$ cat src/rtl/ssc_pkg.sv
// Function
// - Level zero disables, non-zero enables monitoring
// - Monitor active bit is read-only status
// - Level codes select fourteen internal thresholds
// - Code 1111 selects external sense channel
// - Comparator low condition sets the flag
// - Flag with reset enable requests reset
// - Flag stays set until software clears
// - Clear under present low condition sets flag again
// - Zero to non-zero starts blanking delay
// - Monitor active rises after blanking delay
// - Write during blanking aborts the delay
// - Non-zero to non-zero change skips blanking
// - Brownout reset clears register, disables monitor
// - Control register bit layout, two read-only bits
// - Live comparator level readable as status
// - Bit three enables reset on flag
// - Register cleared only by brownout reset
//
// Purpose: Shared constants for the supply supervisor control block.
// Assumes: 50 MHz system clock, byte-wide register port.
// Notes:   Timing counts are derived from times in nanoseconds.

package ssc_pkg;

  // ==========================================================
  // Register map
  localparam logic [7:0] SSC_CTL_ADDR       = 8'h55;
  localparam logic [7:0] SSC_IRQ_STAT_ADDR  = 8'h56;
  localparam logic [7:0] SSC_IRQ_MASK_ADDR  = 8'h57;
  localparam logic [7:0] SSC_CTL_RESET      = 8'h00;
  localparam logic [7:0] SSC_RDATA_UNMAPPED = 8'h00;

  // ==========================================================
  // Control register fields
  localparam int SSC_LVL_MSB      = 7;
  localparam int SSC_LVL_LSB      = 4;
  localparam int SSC_POR_EN_BIT   = 3;
  localparam int SSC_ACTIVE_BIT   = 2;
  localparam int SSC_COMP_BIT     = 1;
  localparam int SSC_FLAG_BIT     = 0;

  localparam logic [3:0] SSC_LVL_OFF    = 4'h0;
  localparam logic [3:0] SSC_LVL_LOWEST = 4'h1;
  localparam logic [3:0] SSC_LVL_2V8    = 4'h8;
  localparam logic [3:0] SSC_LVL_EXT    = 4'hF;

  // ==========================================================
  // Interrupt status and mask fields
  localparam int         SSC_IRQ_W          = 2;
  localparam int         SSC_IRQ_FLAG_BIT   = 0;
  localparam int         SSC_IRQ_ACTIVE_BIT = 1;
  localparam logic [1:0] SSC_IRQ_RESET      = 2'h0;

  // ==========================================================
  // Timing
  localparam int SSC_CLK_HZ       = 50_000_000;
  localparam int SSC_BLANK_NS     = 50_000;
  localparam int SSC_BLANK_CYCLES = (SSC_BLANK_NS * (SSC_CLK_HZ / 1_000_000)) / 1000;
  localparam int SSC_CNT_W        = 12;

  // ==========================================================
  // Supervisor states
  typedef enum logic [1:0] {
    SSC_ST_OFF    = 2'b00,
    SSC_ST_BLANK  = 2'b01,
    SSC_ST_ACTIVE = 2'b10
  } ssc_state_e;

endpackage

$ cat src/rtl/ssc_supervisor.sv
// Purpose: Control, status and reset request logic of a supply supervisor.
// Assumes: reset_n_i is the brownout reset; the comparator is asynchronous.
// Notes:   comp_low_i high means the monitored voltage is below threshold.

`timescale 1ns/1ns
`default_nettype none

module ssc_supervisor
  import ssc_pkg::*;
#(
  parameter int BLANK_CYCLES = SSC_BLANK_CYCLES
) (
  // Clock and brownout reset
  input  wire logic       sys_clk_i,
  input  wire logic       reset_n_i,
  // Register port
  input  wire logic [7:0] reg_addr_i,
  input  wire logic [7:0] reg_wdata_i,
  input  wire logic       reg_wr_i,
  input  wire logic       reg_rd_i,
  output var  logic [7:0] reg_rdata_o,
  // Analog comparator side
  input  wire logic       comp_low_i,
  output var  logic       monitor_enable_o,
  output var  logic [3:0] threshold_level_o,
  output var  logic       ext_sense_select_o,
  // Reset generator and interrupt
  output var  logic       por_request_o,
  output var  logic       irq_o
);

  // ==========================================================
  // Registers
  logic [3:0]           ctl_level;
  logic                 ctl_por_en;
  logic                 ctl_flag;
  ssc_state_e           state;
  logic [SSC_CNT_W-1:0] blank_cnt;
  logic                 comp_meta;
  logic                 comp_sync;
  logic [SSC_IRQ_W-1:0] irq_stat;
  logic [SSC_IRQ_W-1:0] irq_mask;

  // ==========================================================
  // Address decode
  wire ctl_wr   = reg_wr_i && (reg_addr_i == SSC_CTL_ADDR);
  wire mask_wr  = reg_wr_i && (reg_addr_i == SSC_IRQ_MASK_ADDR);
  wire stat_rd  = reg_rd_i && (reg_addr_i == SSC_IRQ_STAT_ADDR);
  wire [3:0] wr_level = reg_wdata_i[SSC_LVL_MSB:SSC_LVL_LSB];
  wire       wr_on    = (wr_level != SSC_LVL_OFF);

  // ==========================================================
  // Supervisor state machine
  wire active    = (state == SSC_ST_ACTIVE);
  wire blank_end = (state == SSC_ST_BLANK) && (blank_cnt == '0);
  ssc_state_e next_state;

  always_comb begin
    next_state = state;
    case (state)
      SSC_ST_OFF: begin
        if (ctl_wr && wr_on) begin
          next_state = SSC_ST_BLANK;
        end
      end
      SSC_ST_BLANK: begin
        if (ctl_wr) begin
          // Aborting skips analog settling; results may be unreliable
          next_state = wr_on ? SSC_ST_ACTIVE : SSC_ST_OFF;
        end else if (blank_cnt == '0) begin
          next_state = SSC_ST_ACTIVE;
        end
      end
      SSC_ST_ACTIVE: begin
        // Level to level stays live; no blanking on this path
        if (ctl_wr && !wr_on) begin
          next_state = SSC_ST_OFF;
        end
      end
      default: begin
        next_state = SSC_ST_OFF;
      end
    endcase
  end

  wire [SSC_CNT_W-1:0] blank_load = SSC_CNT_W'(BLANK_CYCLES - 1);
  wire [SSC_CNT_W-1:0] next_blank_cnt =
    (state == SSC_ST_OFF) ? blank_load :
    (blank_cnt != '0)     ? blank_cnt - SSC_CNT_W'(1) : blank_cnt;

  // ==========================================================
  // Flag, control fields and reset request
  wire set_cond  = active && comp_sync && (next_state == SSC_ST_ACTIVE);
  wire next_flag = set_cond || (ctl_wr ? reg_wdata_i[SSC_FLAG_BIT] : ctl_flag);
  wire [3:0] next_level  = ctl_wr ? wr_level : ctl_level;
  wire       next_por_en = ctl_wr ? reg_wdata_i[SSC_POR_EN_BIT] : ctl_por_en;
  // Reset generation is suppressed outside active monitoring
  wire next_por = next_flag && next_por_en && (next_state == SSC_ST_ACTIVE);

  // ==========================================================
  // Interrupt events: flag set by a low condition, monitoring becoming valid
  wire [SSC_IRQ_W-1:0] irq_event;
  assign irq_event[SSC_IRQ_FLAG_BIT]   = set_cond && !ctl_flag;
  assign irq_event[SSC_IRQ_ACTIVE_BIT] = !active && (next_state == SSC_ST_ACTIVE);
  // Set wins over the read-clear in the same cycle
  wire [SSC_IRQ_W-1:0] next_irq_stat = irq_event | (stat_rd ? '0 : irq_stat);
  wire [SSC_IRQ_W-1:0] next_irq_mask = mask_wr ? reg_wdata_i[SSC_IRQ_W-1:0] : irq_mask;

  // ==========================================================
  // Read mux
  wire [7:0] ctl_rd_val = {ctl_level, ctl_por_en, active, comp_sync, ctl_flag};
  wire [7:0] next_rdata =
    !reg_rd_i                           ? SSC_RDATA_UNMAPPED :
    (reg_addr_i == SSC_CTL_ADDR)        ? ctl_rd_val :
    (reg_addr_i == SSC_IRQ_STAT_ADDR)   ? {6'h00, irq_stat} :
    (reg_addr_i == SSC_IRQ_MASK_ADDR)   ? {6'h00, irq_mask} : SSC_RDATA_UNMAPPED;

  // ==========================================================
  // Comparator synchroniser
  always_ff @(posedge sys_clk_i or negedge reset_n_i) begin
    if (!reset_n_i) begin
      comp_meta <= 1'b0;
      comp_sync <= 1'b0;
    end else begin
      comp_meta <= comp_low_i;
      comp_sync <= comp_meta;
    end
  end

  // ==========================================================
  // Only the brownout reset clears these; no other reset reaches them
  always_ff @(posedge sys_clk_i or negedge reset_n_i) begin
    if (!reset_n_i) begin
      ctl_level  <= SSC_CTL_RESET[SSC_LVL_MSB:SSC_LVL_LSB];
      ctl_por_en <= SSC_CTL_RESET[SSC_POR_EN_BIT];
      ctl_flag   <= SSC_CTL_RESET[SSC_FLAG_BIT];
      state      <= SSC_ST_OFF;
      blank_cnt  <= '0;
    end else begin
      ctl_level  <= next_level;
      ctl_por_en <= next_por_en;
      ctl_flag   <= next_flag;
      state      <= next_state;
      blank_cnt  <= next_blank_cnt;
    end
  end

  always_ff @(posedge sys_clk_i or negedge reset_n_i) begin
    if (!reset_n_i) begin
      irq_stat <= SSC_IRQ_RESET;
      irq_mask <= SSC_IRQ_RESET;
    end else begin
      irq_stat <= next_irq_stat;
      irq_mask <= next_irq_mask;
    end
  end

  // ==========================================================
  // Output flops
  always_ff @(posedge sys_clk_i or negedge reset_n_i) begin
    if (!reset_n_i) begin
      reg_rdata_o        <= SSC_RDATA_UNMAPPED;
      monitor_enable_o   <= 1'b0;
      threshold_level_o  <= SSC_LVL_OFF;
      ext_sense_select_o <= 1'b0;
      por_request_o      <= 1'b0;
      irq_o              <= 1'b0;
    end else begin
      reg_rdata_o        <= next_rdata;
      monitor_enable_o   <= (next_level != SSC_LVL_OFF);
      threshold_level_o  <= next_level;
      ext_sense_select_o <= (next_level == SSC_LVL_EXT);
      por_request_o      <= next_por;
      irq_o              <= |(next_irq_stat & next_irq_mask);
    end
  end
endmodule

`default_nettype wire

$ cat config.mk
export PLATFORM = sky130hd
export DESIGN_NAME = ssc_supervisor
export DESIGN_NICKNAME = d
export VERILOG_FILES = /design/src/rtl/ssc_pkg.sv /design/src/rtl/ssc_supervisor.sv
export SDC_FILE = /design/constraint.sdc
export NUM_CORES = 1
export LEC_CHECK = 0
export BUFFER_PORTS_ARGS = -buffer_cell sky130_fd_sc_hd__buf_2
export CAP_MARGIN = 20
export CORE_ASPECT_RATIO = 1.1
export CORE_MARGIN = 2
export CORE_UTILIZATION = 53
export DETAILED_ROUTE_END_ITERATION = 6
export GPL_TIMING_DRIVEN = 0
export PLACE_DENSITY = 0.9
export SETUP_SLACK_MARGIN = 0.3
export SLEW_MARGIN = 20
export SYNTH_ARGS = -nofsm -noshare
export SYNTH_HDL_FRONTEND = slang
export SYNTH_SLANG_ARGS = --single-unit
$ cat constraint.sdc
create_clock -name sys_clk_i -period 4.5 [get_ports sys_clk_i]
set_clock_uncertainty 0.05 [all_clocks]
set_input_delay 0.225 -clock sys_clk_i [delete_from_list [all_inputs] [get_ports sys_clk_i]]
set_output_delay 0.225 -clock sys_clk_i [all_outputs]
set_load 0.02 [all_outputs]
==> results.py, run 1 <==
metrics = {
    "clock_tree": {
        "cts-buffers-inserted": 5,
        "path_clk_slew_ps": 120,
        "htree_levels": 2,
        "clockBufferDepth": 2,
        "root_buffer": "clkbuf_4",
        "clock_latency_ps": 350,
        "cts_tree": "built",
        "clock-sinks": 38,
    },
    "power": {
        "ir_drop_v": 0.0002587,
        "leakage_nw": 0.9823,
        "powerDensity_mw_per_mm2": 376.0,
    },
    "global_route": {
        "grt.total_usage": 0.1951,
        "antenna_found_initial": 0,
        "grt-ovfl-total": 0,
        "grt_pass1_wl_um": 5299,
        "grt_max_degree": 39,
        "grt_pass1_vias": 1230,
    },
    "synthesis": {
        "synthXorXnorAreaFrac": 0.03627,
        "synth-edff-count": 0,
        "synth-compound-area-share": 0.06588,
        "syn_inst": 151,
        "synthFlopType": "dfrtp_1",
        "yosys_warnings": 0,
        "async_reset_ff_frac": 1.000,
        "synth_area_sq_mm": 0.001690,
        "synth-simple-area-share": 0.2258,
        "synth_cell_type_count": 38,
        "yosys_register_bits": 38,
        "synthAdderAreaFrac": 0.007402,
        "synthMuxAreaShare": 0.07476,
        "ys_seq_area_frac": 0.5625,
        "synth_area_per_cell_sq_um": 11.19,
        "synth_top_family_by_area": "simple AND/OR/NAND/NOR gates",
        "syn_nets": 173,
    },
    "sta": {
        "fmax_mhz": 459.0,
        "min_period_over_period": 0.4841,
        "slew_headroom": 0.4622,
        "worst_hold_slack_ps": 65.88,
        "worst_pin_slew_ps": 806.6,
        "worst_slack_ps": 2321,
        "min_period_ps": 2179,
        "finalHoldViolCount": 0,
        "finalMaxSlewViolations": 0,
        "setup_violations": 0,
        "rsz0062_at_grt": "false",
        "setup_tns_ps": 0,
    },
    "job": {
        "cap_violations": 0,
    },
    "worst_setup_path": {
        "path_class": "reg -> reg",
        "worstPathRequired_ps": 4680,
        "rr_endpoint": "blank_cnt[6]$_DFFE_PN0P_",
        "worstPathArrival_ps": 2360,
        "cp-end-kind": "register",
        "r2r_start": "blank_cnt[2]$_DFFE_PN0P_",
        "worst-r2r-setup-slack_ps": 2320,
        "cp_max_fo": 10,
        "reg2reg_depth": 6,
        "worstSetupStartpointType": "register",
    },
    "final_layout": {
        "ff_latch_area_sq_um": 950.9,
        "finalNetCount": 217,
        "final-instance-count-excl-fill": 230,
        "n_fill_cell": 262,
        "final_layout_size_suffix_gt1_frac": 0.2806,
        "antenna_cells": 0,
        "fin_util": 0.6580,
        "multiInputGateArea_sq_um": 693.2,
        "area_growth_syn_to_layout_pct": 18.65,
    },
    "die": {
        "die_x_um": 57.85,
        "die_y_um": 63.23,
        "die_area_sq_mm": 0.003658,
        "core_area_sq_mm": 0.003048,
        "start_util": 0.5546,
        "boundaryPins": 37,
        "rows": 21,
    },
    "detailed_routing": {
        "ant_nets": 0,
        "via_per_inst": 5.548,
        "firstDrtPassIters": 4,
        "vias": 1276,
        "drtIter0Drc": 41,
        "drc_errors": 0,
        "drt_wl_total_um": 3304,
        "wl_per_cell_um": 14.37,
    },
    "place": {
        "place_congestion": 0.8449,
        "dp_cells": 220,
        "place_ws_ps": 2350,
        "dpl.hpwl_um": 2402,
        "port_buffers": 35,
    },
    "outcome": {
        "status": "finished clean",
    },
    "min_path": {
        "holdCritPathClass": "in -> reg",
        "min-delay-start": "reg_wdata_i[1]",
        "min_to": "irq_mask[1]$_DFF_PN0_",
        "worstHoldPathCells": 2,
    },
}
==> per-layer routing <==
layer / global-route usage / share of wire
met5: 0 / 0
met4: 0.1047 / 0.031
met3: 0.05544 / 0.037
met2: 0.3381 / 0.53
met1: 0.2099 / 0.41
==> worst max path at each step <==
stage	startpoint	slack (ps)	end	depth (start not counted)
global placement	blank_cnt[2]$_DFFE_PN0P_	2400	blank_cnt[6]$_DFFE_PN0P_	6
CTS	blank_cnt[2]$_DFFE_PN0P_	2320	blank_cnt[6]$_DFFE_PN0P_	6
global route	blank_cnt[2]$_DFFE_PN0P_	2110	blank_cnt[6]$_DFFE_PN0P_	6
detailed placement	blank_cnt[2]$_DFFE_PN0P_	2350	blank_cnt[6]$_DFFE_PN0P_	6
floorplan	reg_addr_i[7]	2590	irq_o$_DFF_PN0_	5
finish	blank_cnt[2]$_DFFE_PN0P_	2320	blank_cnt[6]$_DFFE_PN0P_	6
==> cell usage after synthesis (2+ instances only) <==
library cell,n,area (sq um)
and2_1,5,31.28
xnor2_1,2,17.52
nor4_1,3,18.77
mux2_2,5,56.30
xor2_1,5,43.79
nand4_1,3,18.77
mux2i_1,7,70.07
nand3_1,5,25.02
inv_1,8,30.03
nor2b_1,3,18.77
nor3b_1,2,15.01
nand2_1,12,45.04
nor2_1,13,48.80
o21ai_0,3,15.01
a21oi_1,4,20.02
o31ai_1,2,15.01
a22o_1,2,17.52
dfrtp_1,38,950.9
a22oi_1,2,15.01
nor3_1,6,30.03
and3_1,2,12.51
clkbuf_1,3,11.26
==> flip-flops by register name, summed over array words and instances (netlist names) <==
register	cells
por_request_o	1
reg_rdata_o	8
ctl_flag	1
irq_o	1
ext_sense_select_o	1
ctl_por_en	1
state	2
threshold_level_o	4
monitor_enable_o	1
irq_stat	2
comp_meta	1
blank_cnt	12
irq_mask	2
comp_sync	1
==> kinds of logic (layout without fill, tap and decap cells) <==
kind of cell	after synthesis	in the layout
buffers and inverters	12	57
XOR/XNOR	7	7
AND/OR/NAND/NOR	65	65
AO/OA/AOI/OAI	16	16
adder cells (fa/ha/maj)	1	1
multiplexers	12	12
flip-flops	38	38
==> layout by cell type, fill, tap and decap left out, types with 2 or more instances in the layout <==
cell type | netlist | final
clkbuf_1 | 3 | 3
and2_1 | 5 | 5
a22o_1 | 2 | 2
nor3_1 | 6 | 6
o31ai_1 | 2 | 2
nor2b_1 | 3 | 3
a21oi_1 | 4 | 4
xor2_1 | 5 | 5
o21ai_0 | 3 | 3
mux2_2 | 5 | 5
nand2_1 | 12 | 12
clkinv_2 | 0 | 2
dlygate4sd3_1 | 0 | 2
xnor2_1 | 2 | 2
mux2i_1 | 7 | 7
nor3b_1 | 2 | 2
inv_1 | 8 | 8
nor2_1 | 13 | 13
clkbuf_4 | 0 | 5
buf_2 | 1 | 36
nand3_1 | 5 | 5
and3_1 | 2 | 2
nand4_1 | 3 | 3
a22oi_1 | 2 | 2
nor4_1 | 3 | 3
dfrtp_1 | 38 | 38
==> worst max-delay path, cell delays in order (launching register included) <==
cell	delay, ps
dfrtp_1	440
nor3_1	500
nand4_1	310
clkbuf_1	280
and4b_1	260
xnor2_1	150
nand2_1	80
==> where the power goes <==
group / internal, W / switching [W] / total [W]
sequential: 0.000368 / 0.0000238 / 0.000392
combinational: 0.0000524 / 0.0000789 / 0.000131
clock: 0.000115 / 0.000116 / 0.000231
total: 0.000536 / 0.000218 / 0.000754
==> area by class of cell <==
type | count | area share
multi-input combinational | 101 | 0.3456
tap | 34 | 0.02121
timing repair buffer | 37 | 0.09732
clock inverter | 3 | 0.01996
sequential | 38 | 0.4741
inverter | 8 | 0.01497
buffer | 4 | 0.008110
clock buffer | 5 | 0.01871
==> per-stage QoR <==
stage          area [sq um]  power (W)
6_report               2006  0.0007542
5_1_grt                2006  0.0007936
4_1_cts                2006  0.0007618
3_5_place_dp           1908  0.0005275
3_3_place_gp           1908  0.0005194
2_1_floorplan          1690  0.0004807
==> timing repair <==
item,CTS,global route
resized for setup,0,0
setup buffers,0,0
hold buffers,2,0
endpoints found under the hold margin,39,0
Note: power is estimated with default switching activity, not from simulation.
==> run 2, diff against run 1 <==
Clock period 4.5 ns to 2.1 ns, I/O delays scaled along.
==> run 2 against run 1 <==
Setup slack got worse by 2000 ps; maximum frequency increased by 23%; wire length increased by 5.2%; combinational power increased by 140%; critical path depth unchanged; global-route usage increased by 1.7 points; cell count increased by 4.3%; clock-buffer cell count increased by 1; flip-flop and latch count unchanged; via count increased by 3.1%; largest cell class unchanged; largest power group unchanged.
==> results.py, run 2 (same netlist as run 1, synthesis figures left out) <==
metrics = {
    "outcome": {
        "status": "finished clean",
    },
    "global_route": {
        "antenna_found_initial": 0,
        "grt-ovfl-total": 0,
        "grt_pass1_vias": 1268,
        "grt_max_degree": 39,
        "grt_pass1_wl_um": 5768,
        "grt.total_usage": 0.2120,
    },
    "final_layout": {
        "stdcell_area_sq_mm": 0.002162,
        "area_growth_syn_to_layout_pct": 27.91,
        "multiInputGateArea_sq_um": 739.5,
        "final-instance-count-excl-fill": 240,
        "largest_reg_flops": 12,
        "final_cell_mix": "36 x buf_2, 36 x dfrtp_1, 13 x nor2_1, 12 x nand2_1, 9 x dlygate4sd3_1",
        "ff_latch_area_sq_um": 953.4,
        "max_flop_register": "blank_cnt",
        "n_fill_cell": 215,
        "finalNetCount": 228,
        "antenna_cells": 0,
        "reg_top3": "blank_cnt x12, reg_rdata_o x8, threshold_level_o x4",
        "final_layout_size_suffix_gt1_frac": 0.3204,
    },
    "clock_tree": {
        "clock_latency_ps": 340,
        "htree_levels": 2,
        "cts_tree": "built",
        "root_buffer": "clkbuf_4",
        "path_clk_slew_ps": 110,
        "cts-buffers-inserted": 5,
        "clock-sinks": 38,
        "clockBufferDepth": 2,
    },
    "worst_setup_path": {
        "worstPathRequired_ps": 2280,
        "critical_path_depth": 6,
        "worstSetupStartpointType": "register",
        "worstPathArrival_ps": 1960,
        "cp-end-kind": "register",
        "cp_max_fo": 10,
        "path_class": "reg -> reg",
        "reg2reg_depth": 6,
        "cpPeakStageDelay_ps": 450,
        "crit_family": "simple AND/OR/NAND/NOR gates",
        "crit_slowest_cell": "dfrtp_2",
        "cp_cell_sequence": "nor4_4 > nand4_1 > buf_4 > and4b_1 > xnor2_1 > nand2_1",
        "cp_num_buf_inv": 1,
    },
    "min_path": {
        "worstHoldPathCells": 3,
        "holdCritPathClass": "in -> reg",
    },
    "detailed_routing": {
        "via_per_inst": 5.479,
        "vias": 1315,
        "firstDrtPassIters": 7,
        "drc_errors": 0,
        "drt_wl_total_um": 3477,
        "wl_per_cell_um": 14.49,
        "ant_nets": 0,
        "drtIter0Drc": 58,
    },
    "die": {
        "die_y_um": 63.23,
        "die_area_sq_mm": 0.003658,
        "die_x_um": 57.85,
        "start_util": 0.5546,
        "boundaryPins": 37,
        "core_area_sq_mm": 0.003048,
        "rows": 21,
    },
    "power": {
        "powerDensity_mw_per_mm2": 764.4,
        "leakage_nw": 1.039,
        "ir_drop_v": 0.0007403,
    },
    "sta": {
        "rsz0062_at_grt": "true",
        "fmax_mhz": 562.4,
        "setup_tns_ps": 0,
        "slew_headroom": 0.4625,
        "min_period_ps": 1778,
        "min_period_over_period": 0.8466,
        "finalMaxSlewViolations": 0,
        "setup_violations": 0,
        "finalHoldViolCount": 0,
        "worst_pin_slew_ps": 806.3,
    },
    "job": {
        "cap_violations": 0,
    },
    "place": {
        "dpl.hpwl_um": 2365,
        "dp_cells": 220,
        "port_buffers": 35,
        "place_congestion": 0.8367,
        "dpl_cell_area_sq_mm": 0.001913,
    },
}
run 2: changes by cell type in the layout (fill, tap and decap cells not counted), sizes merged:
cell	delta
dlygate4sd3	+7
buf	+5
clkinv	-2
run 2: area by class of cell:
class                      instances  share of cell area
timing repair buffer              48              0.1366
sequential                        38              0.4410
tap                               34             0.01968
inverter                           8             0.01389
multi-input combinational        101              0.3420
clock buffer                       6             0.02373
clock inverter                     1             0.01389
buffer                             4            0.009259
run 2: power breakdown:
part | internal, W | total (W) | leakage, nW | switching (W)
registers | 0.000789 | 0.000842 | 0.484 | 0.0000532
clock network | 0.000277 | 0.000502 | 0.0443 | 0.000225
logic | 0.000133 | 0.000308 | 0.511 | 0.000175
total | 0.00120 | 0.00165 | 1.04 | 0.000453
run 2: stage by stage:
stage,total power (W),utilization,worst slack (ps),hold WS [ps]
4_1_cts,0.001650,0.6925,303.5,3.231
3_5_place_dp,0.001132,0.6277,110.3,170.4
5_1_grt,0.001745,0.7094,270.4,20.03
3_3_place_gp,0.001116,0.6277,135.6,163.4
6_report,0.001653,0.7094,322.0,21.12
2_1_floorplan,0.001032,-,310.5,-240.6
run 2: repair_timing:
action,4_1_cts,5_1_grt
resized for setup,4,10
hold buffers,9,0
pin swaps,3,3
setup endpoints to repair,7,9
endpoints found under the hold margin,47,0
buffers inserted,1,3
run 2: worst min-delay path, delay by kind of cell:
kind                   cells  cell delay, ps
buffers and inverters      2             160
multiplexers               1             110
run 2: worst paths after layout:
path	startpoint	end	slack, ps
max in group asynchronous	reset_n_i	blank_cnt[9]$_DFFE_PN0P_	1130
hold / removal	reg_wdata_i[6]	threshold_level_o[2]$_DFF_PN0_	20
setup reg to reg	blank_cnt[8]$_DFFE_PN0P_	blank_cnt[6]$_DFFE_PN0P_	320
min in group asynchronous	reset_n_i	blank_cnt[4]$_DFFE_PN0P_	320
setup / recovery	blank_cnt[8]$_DFFE_PN0P_	blank_cnt[6]$_DFFE_PN0P_	320
hold reg to reg	comp_meta$_DFF_PN0_	comp_sync$_DFF_PN0_	310
run 2: routing by layer:
metal,part of all wire,wire length (um),global-route usage
met1,0.41,1426,0.2517
met2,0.53,1840,0.3509
met3,0.042,147,0.07392
met4,0.018,62,0.07849
met5,0,0,0
